File: src/rtl/fpu_params.svh
`ifndef FPU_PARAMS_SVH
`define FPU_PARAMS_SVH

// ----------------------------------------
// Register byte offsets (word aligned)
// ----------------------------------------
`define OFS_CTRL      5'h00
`define OFS_STAT      5'h04
`define OFS_MASK      5'h14

// ----------------------------------------
// Control register fields
// ----------------------------------------
`define CTRL_START    0
`define CTRL_FUNC_LO  1
`define CTRL_FUNC_HI  5
`define CTRL_PASS_LO  6
`define CTRL_PASS_HI  7
`define CTRL_LEN_LO   8
`define CTRL_LEN_HI   11

// ----------------------------------------
// Status and mask register fields
// ----------------------------------------
`define STAT_DONE     0
`define STAT_BUSY     1
`define STAT_FLAG_LO  2
`define STAT_FLAG_HI  11
`define MASK_DONE     0
`define MASK_INVALID  1

// ----------------------------------------
// Reset values and bus constants
// ----------------------------------------
`define CTRL_RST      12'h000
`define START_RST     1'b0
`define FLAGS_RST     10'h000
`define MASK_RST      2'h0
`define HSIZE_WORD    3'h2

`endif

File: src/rtl/fpu_pkg.sv
package fpu_pkg;

  // ----------------------------------------
  // Operation codes
  // ----------------------------------------
  typedef enum logic [4:0] {
    FN_ASIN   = 5'h00,
    FN_ACOS   = 5'h01,
    FN_ATAN   = 5'h02,
    FN_ATAN2  = 5'h03,
    FN_SIN    = 5'h04,
    FN_COS    = 5'h05,
    FN_TAN    = 5'h06,
    FN_VSUM   = 5'h10,
    FN_SQSUM  = 5'h11,
    FN_VSUB   = 5'h12,
    FN_PROD   = 5'h13,
    FN_DOT    = 5'h14,
    FN_MAC    = 5'h15,
    FN_DIV    = 5'h16,
    FN_RROOT  = 5'h17,
    FN_CMP    = 5'h18,
    FN_I2F    = 5'h19,
    FN_F2I    = 5'h1A
  } func_t;

  // ----------------------------------------
  // Run sequencer states
  // ----------------------------------------
  typedef enum logic [0:0] {
    SEQ_IDLE = 1'b0,
    SEQ_RUN  = 1'b1
  } seq_state_t;

  // Launch settings handed to the datapath
  typedef struct packed {
    func_t       func;
    logic [1:0]  passes;
    logic [3:0]  len;
  } run_cfg_t;

  // Outcome flags, laid out as status bits 11:2
  typedef struct packed {
    logic        zero_div;
    logic        int_ovf;
    logic        rounded;
    logic        overflow;
    logic        underflow;
    logic        invalid;
    logic        unbounded;
    logic        zero;
    logic [1:0]  cmp;
  } calc_flags_t;

endpackage : fpu_pkg

File: src/rtl/float_accel_control_status.sv
// Added by the designer: register access over AHB-Lite.
`timescale 1ns/10ps
`include "fpu_params.svh"

// Contract
// - Writing start launches run, hardware clears it
// - Function codes 0-6, 25, 26 selected
// - Codes 16-20 are vector operations
// - Codes 21-24 mac, div, root, compare
// - Bits 7:6 set refinement pass count
// - Bits 11:8 give vector length n
// - Status bit 0 shows completion
// - Status bit 1 busy during run
// - Status bits 3:2 hold compare outcome
// - Status bit 4 flags zero result
// - Status bit 5 flags infinite result
// - Status bit 6 flags invalid input
// - Status bit 7 flags underflow
// - Status bit 8 flags overflow
// - Status bit 9 flags rounded_flag result
// - Status bit 10 flags integer overflow
// - Status bit 11 flags division by zero
// - Mask bits gate done and invalid interrupts
module float_accel_control_status (
  // Clock and reset
  input  wire logic                 clk,
  input  wire logic                 rst_n,
  // AHB-Lite slave
  input  wire logic                 hsel,
  input  wire logic [31:0]          haddr,
  input  wire logic [1:0]           htrans,
  input  wire logic                 hwrite,
  input  wire logic [2:0]           hsize,
  input  wire logic [31:0]          hwdata,
  input  wire logic                 hready,
  output logic                      hreadyout,
  output logic                      hresp,
  output logic [31:0]               hrdata,
  // Datapath launch
  output logic                      dp_start,
  output fpu_pkg::run_cfg_t         dp_cfg,
  // Datapath completion
  input  wire logic                 dp_done,
  input  fpu_pkg::calc_flags_t      dp_flags,
  // Interrupt lines
  output logic                      done_irq,
  output logic                      invalid_irq
);

  // ----------------------------------------
  // Decode helpers
  // ----------------------------------------

  // Implemented codes only; the gaps are reserved
  function automatic logic func_ok(input logic [4:0] f);
    logic ok;
    ok = 1'b0;
    case (f)
      fpu_pkg::FN_ASIN,
      fpu_pkg::FN_ACOS,
      fpu_pkg::FN_ATAN,
      fpu_pkg::FN_ATAN2,
      fpu_pkg::FN_SIN,
      fpu_pkg::FN_COS,
      fpu_pkg::FN_TAN:   ok = 1'b1;
      fpu_pkg::FN_VSUM,
      fpu_pkg::FN_SQSUM,
      fpu_pkg::FN_VSUB,
      fpu_pkg::FN_PROD,
      fpu_pkg::FN_DOT:   ok = 1'b1;
      fpu_pkg::FN_MAC,
      fpu_pkg::FN_DIV,
      fpu_pkg::FN_RROOT,
      fpu_pkg::FN_CMP:   ok = 1'b1;
      fpu_pkg::FN_I2F,
      fpu_pkg::FN_F2I:   ok = 1'b1;
      default:           ok = 1'b0;
    endcase
    return ok;
  endfunction : func_ok

  // Operations that consume the vector length
  function automatic logic uses_len(input logic [4:0] f);
    logic v;
    v = 1'b0;
    case (f)
      fpu_pkg::FN_VSUM,
      fpu_pkg::FN_SQSUM,
      fpu_pkg::FN_VSUB,
      fpu_pkg::FN_PROD,
      fpu_pkg::FN_DOT:   v = 1'b1;
      default:           v = 1'b0;
    endcase
    return v;
  endfunction : uses_len

  // ----------------------------------------
  // Reset release
  // ----------------------------------------
  logic rst_meta_q;
  logic rst_sync_q;

  // Async assert, synchronous release
  always_ff @(posedge clk or negedge rst_n)
  begin
    if (!rst_n)
    begin
      rst_meta_q <= 1'b0;
      rst_sync_q <= 1'b0;
    end
    else
    begin
      rst_meta_q <= 1'b1;
      rst_sync_q <= rst_meta_q;
    end
  end

  wire logic rst_int_n;
  assign rst_int_n = rst_sync_q;

  // ----------------------------------------
  // Bus address phase
  // ----------------------------------------
  wire logic bus_take;
  wire logic wr_take;
  wire logic rd_take;

  // Only whole-word writes are committed
  assign bus_take = hsel & htrans[1] & hready;
  assign wr_take  = bus_take & hwrite & (hsize == `HSIZE_WORD);
  assign rd_take  = bus_take & ~hwrite;

  logic       wr_pend_q;
  logic [4:0] wr_addr_q;
  logic       rd_pend_q;
  logic [4:0] rd_addr_q;

  // Capture address phase for the data phase
  always_ff @(posedge clk or negedge rst_int_n)
  begin
    if (!rst_int_n)
    begin
      wr_pend_q <= 1'b0;
      wr_addr_q <= 5'h00;
      rd_pend_q <= 1'b0;
      rd_addr_q <= 5'h00;
    end
    else
    begin
      wr_pend_q <= wr_take;
      wr_addr_q <= wr_take ? haddr[4:0] : wr_addr_q;
      rd_pend_q <= rd_take;
      rd_addr_q <= rd_take ? haddr[4:0] : rd_addr_q;
    end
  end

  // ----------------------------------------
  // Write strobes
  // ----------------------------------------
  wire logic ctrl_wr;
  wire logic stat_wr;
  wire logic mask_wr;

  // Upper address bits are not decoded
  assign ctrl_wr = wr_pend_q & (wr_addr_q == `OFS_CTRL);
  assign stat_wr = wr_pend_q & (wr_addr_q == `OFS_STAT);
  assign mask_wr = wr_pend_q & (wr_addr_q == `OFS_MASK);

  // ----------------------------------------
  // Control register
  // ----------------------------------------
  logic       start_q;
  logic [4:0] func_q;
  logic [1:0] passes_q;
  logic [3:0] len_q;

  wire logic  start_set;
  wire logic  start_clr;
  wire logic  start_d;
  wire logic  seq_launch;
  wire logic  seq_busy;

  // Writing 0 leaves a pending start alone
  assign start_set = ctrl_wr & hwdata[`CTRL_START];

  // Cleared once launched, or dropped for a reserved code
  assign start_clr = seq_launch | (start_q & ~func_ok(func_q));

  // A fresh write beats the clear in the same cycle
  assign start_d = start_set | (start_q & ~start_clr);

  always_ff @(posedge clk or negedge rst_int_n)
  begin
    if (!rst_int_n)
    begin
      start_q  <= `START_RST;
      func_q   <= 5'h00;
      passes_q <= 2'h0;
      len_q    <= 4'h0;
    end
    else
    begin
      start_q  <= start_d;
      func_q   <= ctrl_wr ? hwdata[`CTRL_FUNC_HI:`CTRL_FUNC_LO] : func_q;
      passes_q <= ctrl_wr ? hwdata[`CTRL_PASS_HI:`CTRL_PASS_LO] : passes_q;
      len_q    <= ctrl_wr ? hwdata[`CTRL_LEN_HI:`CTRL_LEN_LO] : len_q;
    end
  end

  // ----------------------------------------
  // Launch to the datapath
  // ----------------------------------------
  wire logic              go;
  wire logic              launch_now;
  fpu_pkg::run_cfg_t      cfg_d;
  fpu_pkg::run_cfg_t      cfg_q;

  // Reserved codes never reach the sequencer
  assign go         = start_q & func_ok(func_q);
  assign launch_now = go & ~seq_busy;

  // Settings frozen at launch so rewrites mid-run are harmless
  assign cfg_d.func   = fpu_pkg::func_t'(func_q);
  assign cfg_d.passes = passes_q;
  assign cfg_d.len    = uses_len(func_q) ? len_q : 4'h0;

  always_ff @(posedge clk or negedge rst_int_n)
  begin
    if (!rst_int_n)
      cfg_q <= '0;
    else
      cfg_q <= launch_now ? cfg_d : cfg_q;
  end

  assign dp_cfg = cfg_q;

  // ----------------------------------------
  // Run sequencing
  // ----------------------------------------
  wire logic              seq_fin;
  fpu_pkg::calc_flags_t   seq_flags;

  run_sequencer u_seq (
    .clk      (clk),
    .rst_n    (rst_int_n),
    .go       (go),
    .dp_done  (dp_done),
    .dp_flags (dp_flags),
    .launch_o (seq_launch),
    .busy_o   (seq_busy),
    .fin_o    (seq_fin),
    .flags_o  (seq_flags)
  );

  // Sequencer launch flop drives the pin directly
  assign dp_start = seq_launch;

  // ----------------------------------------
  // Status register
  // ----------------------------------------
  logic        done_q;
  logic [9:0]  flags_q;
  wire logic   done_d;
  wire logic [9:0] flags_d;

  // Completion wins over launch and over software writes
  assign done_d = seq_fin ? 1'b1 :
                  seq_launch ? 1'b0 :
                  stat_wr ? hwdata[`STAT_DONE] : done_q;

  // Outcome lands all at once; busy bit is hardware only
  assign flags_d = seq_fin ? seq_flags :
                   seq_launch ? `FLAGS_RST :
                   stat_wr ? hwdata[`STAT_FLAG_HI:`STAT_FLAG_LO] :
                   flags_q;

  always_ff @(posedge clk or negedge rst_int_n)
  begin
    if (!rst_int_n)
    begin
      done_q  <= 1'b0;
      flags_q <= `FLAGS_RST;
    end
    else
    begin
      done_q  <= done_d;
      flags_q <= flags_d;
    end
  end

  // ----------------------------------------
  // Interrupt mask and request lines
  // ----------------------------------------
  logic [1:0] mask_q;

  always_ff @(posedge clk or negedge rst_int_n)
  begin
    if (!rst_int_n)
      mask_q <= `MASK_RST;
    else
      mask_q <= mask_wr ? hwdata[1:0] : mask_q;
  end

  // A set mask bit blocks its line, cleared means enabled
  wire logic done_irq_d;
  wire logic inv_irq_d;

  assign done_irq_d = done_q & ~mask_q[`MASK_DONE];
  assign inv_irq_d  = flags_q[6 - `STAT_FLAG_LO] & ~mask_q[`MASK_INVALID];

  always_ff @(posedge clk or negedge rst_int_n)
  begin
    if (!rst_int_n)
    begin
      done_irq    <= 1'b0;
      invalid_irq <= 1'b0;
    end
    else
    begin
      done_irq    <= done_irq_d;
      invalid_irq <= inv_irq_d;
    end
  end

  // ----------------------------------------
  // Read data selection
  // ----------------------------------------
  wire logic [31:0] ctrl_rd;
  wire logic [31:0] stat_rd;
  wire logic [31:0] mask_rd;
  wire logic [31:0] rd_mux;

  // Reserved bits read zero
  assign ctrl_rd = {20'h00000, len_q, passes_q, func_q, start_q};
  assign stat_rd = {20'h00000, flags_q, seq_busy, done_q};
  assign mask_rd = {30'h00000000, mask_q};

  // Unmapped words, operand slots included, read zero
  assign rd_mux = (rd_addr_q == `OFS_CTRL) ? ctrl_rd :
                  (rd_addr_q == `OFS_STAT) ? stat_rd :
                  (rd_addr_q == `OFS_MASK) ? mask_rd :
                  32'h00000000;

  // ----------------------------------------
  // Bus response
  // ----------------------------------------

  // Reads take one wait state so a write just before is seen
  always_ff @(posedge clk or negedge rst_int_n)
  begin
    if (!rst_int_n)
    begin
      hreadyout <= 1'b1;
      hresp     <= 1'b0;
      hrdata    <= 32'h00000000;
    end
    else
    begin
      hreadyout <= ~rd_take;
      hresp     <= 1'b0;                                  // Always OKAY
      hrdata    <= rd_pend_q ? rd_mux : hrdata;
    end
  end

endmodule : float_accel_control_status

File: src/rtl/run_sequencer.sv
`timescale 1ns/10ps

module run_sequencer (
  // Clock and reset
  input  wire logic                 clk,
  input  wire logic                 rst_n,
  // Start request
  input  wire logic                 go,
  // Datapath completion
  input  wire logic                 dp_done,
  input  fpu_pkg::calc_flags_t      dp_flags,
  // Run state
  output logic                      launch_o,
  output logic                      busy_o,
  output logic                      fin_o,
  output fpu_pkg::calc_flags_t      flags_o
);

  // ----------------------------------------
  // Next-state decode
  // ----------------------------------------
  fpu_pkg::seq_state_t state_q;
  fpu_pkg::seq_state_t state_d;
  wire logic           begin_run;
  wire logic           end_run;

  // A done seen while idle is stray and ignored
  assign begin_run = (state_q == fpu_pkg::SEQ_IDLE) && go;
  assign end_run   = (state_q == fpu_pkg::SEQ_RUN) && dp_done;

  always_comb
  begin
    case (state_q)
      fpu_pkg::SEQ_IDLE: state_d = go ? fpu_pkg::SEQ_RUN : fpu_pkg::SEQ_IDLE;
      fpu_pkg::SEQ_RUN:  state_d = dp_done ? fpu_pkg::SEQ_IDLE : fpu_pkg::SEQ_RUN;
      default:           state_d = fpu_pkg::SEQ_IDLE;
    endcase
  end

  // ----------------------------------------
  // State and outputs
  // ----------------------------------------
  always_ff @(posedge clk or negedge rst_n)
  begin
    if (!rst_n)
    begin
      state_q  <= fpu_pkg::SEQ_IDLE;
      launch_o <= 1'b0;
      busy_o   <= 1'b0;
      fin_o    <= 1'b0;
      flags_o  <= '0;
    end
    else
    begin
      state_q  <= state_d;
      launch_o <= begin_run;
      busy_o   <= begin_run | (busy_o & ~end_run);
      fin_o    <= end_run;
      flags_o  <= end_run ? dp_flags : flags_o;
    end
  end

endmodule : run_sequencer

File: config.mk
export PLATFORM = sky130hd
export DESIGN_NAME = float_accel_control_status
export DESIGN_NICKNAME = d
export VERILOG_FILES = /design/src/rtl/fpu_pkg.sv /design/src/rtl/float_accel_control_status.sv /design/src/rtl/run_sequencer.sv
export VERILOG_INCLUDE_DIRS = /design/src /design/src/rtl
export SDC_FILE = /design/constraint.sdc
export NUM_CORES = 1
export LEC_CHECK = 0
export CORE_ASPECT_RATIO = 1.1
export CORE_MARGIN = 3
export CORE_UTILIZATION = 40
export CTS_BUF_LIST = sky130_fd_sc_hd__clkbuf_2
export CTS_CLUSTER_SIZE = 24
export DETAILED_ROUTE_END_ITERATION = 6
export DONT_BUFFER_PORTS = 1
export HOLD_SLACK_MARGIN = 0.02
export PLACE_DENSITY_LB_ADDON = 0.08
export SYNTH_ARGS = -nofsm -noshare
export SYNTH_HDL_FRONTEND = slang
export SYNTH_HIERARCHICAL = 1
export SYNTH_SLANG_ARGS = --single-unit
File: constraint.sdc
create_clock -name clk -period 2.5 [get_ports clk]
set_input_delay 0.375 -clock clk [delete_from_list [all_inputs] [get_ports clk]]
set_output_delay 0.375 -clock clk [all_outputs]
set_load 0.01 [all_outputs]
==> results.toml, run 1 <==
[layout]
final_cell_mix = "dfrtp_1 (77), dlygate4sd3_1 (30), o21ai_1 (22), conb_1 (22)"
nFillCells = 768
instances_no_fill = 416
drive_gt1_share_pct = 15.3
multi_input_area_um2 = 1240
area_growth_pct = 13.4
final_common_cell = "dfrtp_1"
fin_area_um2 = 3890
seqCellArea_um2 = 1980
antenna_cells = 0
nets = 388

[power_and_ir_drop]
clockPowerShare_pct = 26.9
pwr-share-seq_pct = 59.8
peakVddDrop_uv = 262
power_density_nw_per_um2 = 738
switching_share_pct = 27.6
p_int_w = 0.00208
power_switching_w = 0.000793
power_frac_comb_pct = 13.3
p_leak_nw = 1.91

[routing]
wl_per_cell_um = 15.5
ant_nets = 0
num_vias = 2006
dr.max_layer_used = "met4"
route.detailed.drc = 0
wl_met3_um = 502
viasPerCell = 4.82
first_iter_violations = 86
drtPass1Iterations = 4
wl_met1_mm = 3.00
wl_met2_mm = 2.81
wirelength_mm = 6.45

[run]
maxCapViolations = 0

[floorplanning]
initial_utilization_pct = 42.3
core_um2 = 8130
ioPinCount = 133
dieWidth_um = 94.3
die_area_um2 = 9730
rows = 34
die_y_um = 103

[yosys]
netlist_area_um2 = 3430
synth-simple-area-share_pct = 6.67
synth_warnings = 6
synth_fa_ha_area_share_pct = 0
ys_seq_area_share_pct = 57.6
synth-compound-area-share_pct = 9.40
synth_edf_count = 0
syn_avg_cell_area_um2 = 12.7
async_flop_share_pct = 100
synth_top_family_by_area = "multiplexers"
syn_inst = 271
synth.distinct_cells = 43
ys_ff_latch = 79
synth-main-ff-cell = "dfrtp_1"
synth_xor_area_share_pct = 0
synth_mux_area_share_pct = 17.8

[clock_network]
post_cts_buffers = 0
clk_latency_ps = 510
cts_tree = "built"
cts_sinks = 79
numCtsBuffers = 9
htreeDepth = 3
clockRootBuffer = "clkbuf_2"
path_clk_slew_ps = 210
clockBufferDepth = 2

[setup_path]
crit_arrival_ps = 2130
rr_worst_depth = 3
rrSetupSlack_ps = 780
critical_path.max_stage_delay_ps = 450
critPathKind = "reg2reg"
cp-end-kind = "flop"
worst-path-buf-inv = 0
slowest_stage = "dfrtp_1"
timing.rr.end = "func_q[2]"
cp_data_required_time_ps = 2910
r2r_start = "wr_addr_q[0]"
crit_path_cell_trace = "nor4b_4, nand2_1, mux2_1"
cp_max_fo = 11
critPathTopFamily = "simple AND/OR/NAND/NOR gates"
start_kind = "flop"

[sta]
hold_viol = 0
fmax_ghz = 0.581
rsz0062_at_grt = "false"
finalSetupViolCount = 0
setup_ws_ps = 778
max_slew_margin_pct = 59.4
worst_pin_slew_ps = 608
fin_setup_tns_ps = 0
slew_violations = 0
timing.final.crit_share_pct = 68.9
period_needed_ps = 1720
fin_skew_ps = 20.4

[global_route]
grt_pass1_wl_mm = 10.7
grt_use_total_pct = 14.5
grt_max_degree = 78
overflow = 0
grt_pass1_vias = 2086
antenna_found_initial = 0

[placement]
place_ws_ps = 758
gp_congestion = 0.703
hpwl_mm = 4.68
place_area_um2 = 3460
portBuffers = 0
dp.cells = 370

[run_status]
outcome = "completed"

[worst_hold_path]
hold_end = "wr_pend_q"
min_path_cells = 2
hold_start = "htrans[1]"
hp-class = "in2reg"
[flip-flops by register name (all words and copies together) (netlist names), 4 cells and up]
signal         count
hrdata            12
dp_cfg            11
flags_q           10
u_seq/flags_o     10
func_q             5
rd_addr_q          5
wr_addr_q          5
len_q              4
[power by group through the flow]
stage | registers, W | clock network [W] | logic [W]
after floorplan | 0.00169 | 0 | 0.000319
after global placement | 0.00175 | 0 | 0.000338
after detailed placement | 0.00175 | 0 | 0.000347
after CTS | 0.00172 | 0.000813 | 0.000390
after global routing | 0.00176 | 0.000863 | 0.000439
final | 0.00172 | 0.000773 | 0.000382
[per-stage QoR]
stage	utilization (%)	hold WS, ps	power, W
global route	47.9	96.0	0.00306
floorplan	-	79.4	0.00201
CTS	47.9	104	0.00293
finish	47.9	145	0.00287
detailed placement	42.5	79.5	0.00210
global placement	42.5	79.5	0.00208
[logic make-up after synthesis]
group,count (synthesis)
mux,51
other cells,2
compound gates,51
flops,79
simple gates,39
buf+inv,49
[timing repair]
action	in CTS	in global routing
gates resized for setup	0	0
hold endpoints to repair	49	0
hold buffers	30	0
[cell type report]
cell class,count,share of cell area [%]
sequential,79,50.9
multi-input combinational,163,32.0
timing repair buffer,32,8.42
tap,108,3.47
clock inverter,5,2.09
inverter,18,1.74
clock buffer,11,1.41
[Yosys cell counts (all sizes together) (2+ instances only)]
cell type,n,area share (%)
nand2,15,1.7
o21ai,23,3.4
dfrtp,78,57
nand4b,2,0.51
a21oi,3,0.55
o22ai,2,0.36
a31oi,4,0.73
a22o,5,1.3
and2b,2,0.47
nor2,6,0.66
inv,18,2.0
mux2,38,14
or2,2,0.36
nor2b,2,0.36
mux2i,13,3.8
and3,2,0.36
buf,27,5.9
a22oi,10,2.2
conb,2,0.22
clkbuf,4,0.44
[routing by layer]
metal / track usage [%] / up-vias
li1: - / 968
met4: 6.67 / 0
met5: 0 / -
met3: 5.55 / 14
met1: 20.1 / 956
met2: 20.1 / 68
[how the worst max path moves through the flow]
stage          cells past startpoint         start         to  slack (ps)
5_1_grt                            3  wr_addr_q[0]  func_q[2]         550
2_1_floorplan                      0     rst_int_n   done_irq         140
3_3_place_gp                       3  wr_addr_q[1]  func_q[2]         770
4_1_cts                            3  wr_addr_q[0]  func_q[3]         730
3_5_place_dp                       3  wr_addr_q[1]  func_q[2]         760
6_report                           3  wr_addr_q[0]  func_q[2]         780
(Power assumes the default switching activity.)
==> run 2, diff against run 1 <==
- clock period: 2.5 -> 1.5 ns (I/O delays scaled with it)
==> run 2 against run 1 <==
  * The run now ends with setup timing left
  * Die area did not move
  * Clock power rose by 28%
  * Critical endpoint is now func_q[1]
  * Combinational power rose by 110%
  * Worst hold slack got worse by 94 ps
==> results.toml, run 2 (synthesized netlist as in run 1, its figures left out) <==
[routing]
ant_nets = 0
wirelength_mm = 7.04
wl_per_cell_um = 15.8
first_iter_violations = 69
num_vias = 2117
drtPass1Iterations = 4
viasPerCell = 4.74
route.detailed.drc = 0

[clock_network]
cts_tree = "built"
htreeDepth = 3
path_clk_slew_ps = 220
clockBufferDepth = 2
clk_latency_ps = 520
numCtsBuffers = 9
clockRootBuffer = "clkbuf_2"
cts_sinks = 79

[power_and_ir_drop]
switching_share_pct = 30.7
clockPowerShare_pct = 21.2
p_total_w = 0.00466
p_int_w = 0.00323
power_density_nw_per_um2 = 1100
pwr-share-seq_pct = 61.3
peakVddDrop_uv = 519
power_switching_w = 0.00143
power_frac_comb_pct = 17.5
p_leak_nw = 2.07

[setup_path]
slowest_stage = "dfrtp_1"
start_kind = "flop"
cp-end-kind = "flop"
crit_arrival_ps = 1890
crit_path_cell_trace = "nor4b_4, nand2_1, buf_6, mux2_4"
cp_max_fo = 11
critical_path.max_stage_delay_ps = 460
cp_data_required_time_ps = 1880
critPathKind = "reg2reg"
rrSetupSlack_ps = -7

[run_status]
outcome = "finished, violations left"
failed_checks = "setup timing"

[sta]
setup_ws_ps = -6.84
period_needed_ps = 1510
worst_pin_slew_ps = 636
fin_skew_ps = 45.8
worst_hold_slack_ps = 51.1
max_slew_margin_pct = 57.6
finalSetupViolCount = 2
hold_viol = 0
fmax_ghz = 0.664
slew_violations = 0
timing.final.crit_share_pct = 100
rsz0062_at_grt = "true"

[layout]
drive_gt1_share_pct = 26.8
nets = 419
largest_reg_flops = 12
fin_area_um2 = 4240
top_register = "hrdata"
antenna_cells = 0
instances_no_fill = 447
final_cell_mix = "dfrtp_1 (75), dlygate4sd3_1 (36), conb_1 (22)"
area_growth_pct = 23.5
final_common_cell = "dfrtp_1"
final_core_util_pct = 52.2

[worst_hold_path]
hp-class = "in2reg"

[global_route]
grt_use_total_pct = 15.3
grt_pass1_wl_mm = 11.1
grt_pass1_vias = 2155
overflow = 0
antenna_found_initial = 0
grt_max_degree = 48

[floorplanning]
initial_utilization_pct = 42.3
die_y_um = 103
rows = 34
die_area_um2 = 9730
core_um2 = 8130
dieWidth_um = 94.3
ioPinCount = 133

[placement]
gp_congestion = 0.756
hpwl_mm = 5.09
place_area_um2 = 3650
dp.cells = 392
portBuffers = 0

[run]
maxCapViolations = 0
[run 2: through the flow]
stage / TNS (ps) / setup slack, ps
after floorplan: 0 / 34.5
after detailed placement: -219 / -44.5
after global routing: -1360 / -95.1
after global placement: -175 / -36.9
after CTS: -100 / -20.1
final: -8.23 / -6.84
[run 2: power groups by stage]
stage,Clock [W],Combinational [W],Sequential (W)
CTS,0.00103,0.000789,0.00284
detailed placement,0,0.000689,0.00288
floorplan,0,0.000531,0.00282
finish,0.000991,0.000814,0.00286
global route,0.00112,0.000914,0.00292
global placement,0,0.000671,0.00287
[run 2: area by class of cell]
type                            count  area (µm²)
Inverter                           18        67.6
Clock buffer                        9        45.0
Multi-Input combinational cell    163        1330
Sequential cell                    79        1980
Tap cell                          108         135
Fill cell                         752        3880
Timing Repair Buffer               63         629
Clock inverter                      7        47.5
[run 2: final timing paths]
check | cells after the start | to | startpoint
worst max-delay path | 4 | func_q[1] | wr_addr_q[1]
worst min-delay path | 1 | hreadyout | hready
worst max register to register | 4 | func_q[1] | wr_addr_q[1]
worst min register to register | 0 | u_seq/flags_o[0] | rst_int_n
max in group asynchronous | 1 | hreadyout | rst_int_n
min in group asynchronous | 0 | u_seq/flags_o[0] | rst_int_n
[run 2: repair_timing]
item	in CTS	in global routing
pin swaps	1	4
hold endpoints to repair	52	0
endpoints found under the setup margin	25	34
setup buffers	0	2
hold buffers	36	0
cloned	0	1
resized for setup	7	18
[run 2: critical path: cells and delay by family (launching register included)]
family / cells / cell delay (ps)
buffers and inverters: 1 / 180
flip-flops: 1 / 460
multiplexers: 1 / 300
AND/OR/NAND/NOR: 2 / 450
[run 2: layer usage]
layer	vias to the layer above	routed length, µm	global-route usage, %	share of wire [%]
met5	-	0	0	0
met4	0	79	6.33	1.1
met3	8	359	3.72	5.1
met2	57	3390	23.6	48
met1	1023	3220	20.6	46
li1	1029	-	-	-
==> run 3, diff against run 2 <==
- CORE_MARGIN: 3 -> not set
- REMOVE_ABC_BUFFERS: not set -> 1
==> run 3 against run 2 <==
  * The flow still finishes with violations (setup timing)
  * Die area is 8.0% lower
  * Design area is 1.1% higher
  * Via count is 1.4% higher
  * Non-clock buffer count is 3 higher
  * Global-route usage is 1.2 points higher
  * Critical path depth stayed put
  * First-iteration DRC count is 32% higher
  * Worst hold slack better by 72 ps
  * Worst setup slack worse by 3.8 ps
  * Maximum frequency is 0.25% lower
  * Sequential share of layout area is 0.58 points lower
  * Sequential power hardly changed
  * Critical endpoint is now func_q[2]
  * Highest routed layer unchanged
==> results.toml, run 3 (synthesized netlist as in run 1, its figures left out) <==
[sta]
fmax_ghz = 0.662
fin_skew_ps = 31.1
rsz0062_at_grt = "true"
max_slew_margin_pct = 56.8
timing.final.crit_share_pct = 101
fin_setup_tns_ps = -22.7
hold_viol = 0
finalSetupViolCount = 5
slew_violations = 0
worst_pin_slew_ps = 648
setup_ws_ps = -10.6
period_needed_ps = 1510

[routing]
wl_per_cell_um = 14.8
num_vias = 2147
ant_nets = 0
wirelength_mm = 6.72
route.detailed.drc = 0
drtPass1Iterations = 4
viasPerCell = 4.74
first_iter_violations = 91

[run_status]
outcome = "finished, violations left"
failed_checks = "setup timing"

[floorplanning]
core_um2 = 8360
ioPinCount = 133
die_y_um = 99.2
die_area_um2 = 8960
initial_utilization_pct = 41.0
rows = 35
dieWidth_um = 90.3

[setup_path]
critical_path.max_stage_delay_ps = 460
cp_max_fo = 11
timing.rr.end = "func_q[2]"
r2r_start = "wr_addr_q[1]"
rr_worst_depth = 4
slowest_stage = "dfrtp_1"
rrSetupSlack_ps = -10
start_kind = "flop"
crit_arrival_ps = 1920
critPathLaunch = "wr_addr_q[1]"
critPathKind = "reg2reg"
cp_data_required_time_ps = 1910
cp-end-kind = "flop"
crit_path_cell_trace = "nor4b_4, nand2_1, buf_6, mux2_1"

[global_route]
grt_max_degree = 30
grt_pass1_vias = 2188
grt_use_total_pct = 16.5
antenna_found_initial = 0
grt_pass1_wl_mm = 11.2
overflow = 0

[layout]
drive_gt1_share_pct = 24.0
final_cell_mix = "dfrtp_1 (77), dlygate4sd3_1 (39), conb_1 (22)"
nets = 422
top_register = "hrdata"
area_growth_pct = 24.9
antenna_cells = 0
largest_reg_flops = 12
final_common_cell = "dfrtp_1"
nFillCells = 769
instances_no_fill = 453

[placement]
gp_congestion = 0.759
portBuffers = 0
dp.cells = 395
hpwl_mm = 4.83
place_ws_ps = -60.7

[worst_hold_path]
hold_end = "wr_addr_q[0]"
hp-class = "in2reg"
hold_start = "hsize[0]"
min_path_cells = 4

[clock_network]
clockRootBuffer = "clkbuf_2"
clockBufferDepth = 2
cts_tree = "built"
cts_sinks = 79
numCtsBuffers = 9
path_clk_slew_ps = 230
clk_latency_ps = 530
htreeDepth = 3

[run]
maxCapViolations = 0

[power_and_ir_drop]
p_leak_nw = 2.10
peakVddDrop_uv = 523
power_density_nw_per_um2 = 1160
==> run 3: worst max-delay path: cells and delay by family (launching register included) <==
family                 cells  cell delay (ps)
DFF                        1              460
buffers and inverters      1              170
muxes                      1              310
and+or+nand+nor            2              450
==> run 3: worst max-delay path by stage <==
stage            endpoint  cells after the start
5_1_grt        flags_q[4]                      5
3_5_place_dp    dp_cfg[5]                      4
4_1_cts        flags_q[9]                      5
2_1_floorplan    done_irq                      0
6_report        func_q[2]                      4
3_3_place_gp    dp_cfg[5]                      4
==> run 3: layout make-up <==
type	instances	area, µm²	share of cell area (%)
flip-flops and latches	79	1980	46.2
multi-input cells	163	1290	30.0
repair buffers	66	672	15.7
well taps	111	139	3.24
clock inverters	6	92.6	2.16
inverters	18	67.6	1.58
clock buffers	10	50.0	1.17
==> run 3: metrics by stage <==
step	cell area [µm²]	hold slack (ps)	utilization, %	power [W]
after floorplan	3290	-70.6	-	0.00330
after global placement	3660	-70.5	43.8	0.00354
after detailed placement	3660	-70.5	43.8	0.00357
after CTS	4210	76.7	50.4	0.00501
after global routing	4290	108	51.3	0.00526
final	4290	124	51.3	0.00496
==> run 3: metal layers <==
layer  vias up  global-route usage, %  wire length (µm)
li1       1039                      -                 -
met1      1034                   22.5              3260
met2        63                   24.5              2980
met3        11                   4.05               354
met4         0                   8.19               138
met5         -                      0                 0
==> run 3: where the power goes <==
group	switching [W]	internal (W)	leakage, nW
combinational	0.000310	0.000497	1.01
sequential	0.000317	0.00251	1.02
clock	0.000758	0.000566	0.0787
total	0.00139	0.00358	2.10
==> run 3: what timing repair did <==
item | in CTS | in global routing
hold buffers | 39 | 0
gates resized for setup | 5 | 8
setup endpoints to repair | 34 | 33
pin swaps | 2 | 5
endpoints found under the hold margin | 53 | 0
gates cloned | 0 | 1
buffers inserted | 0 | 2
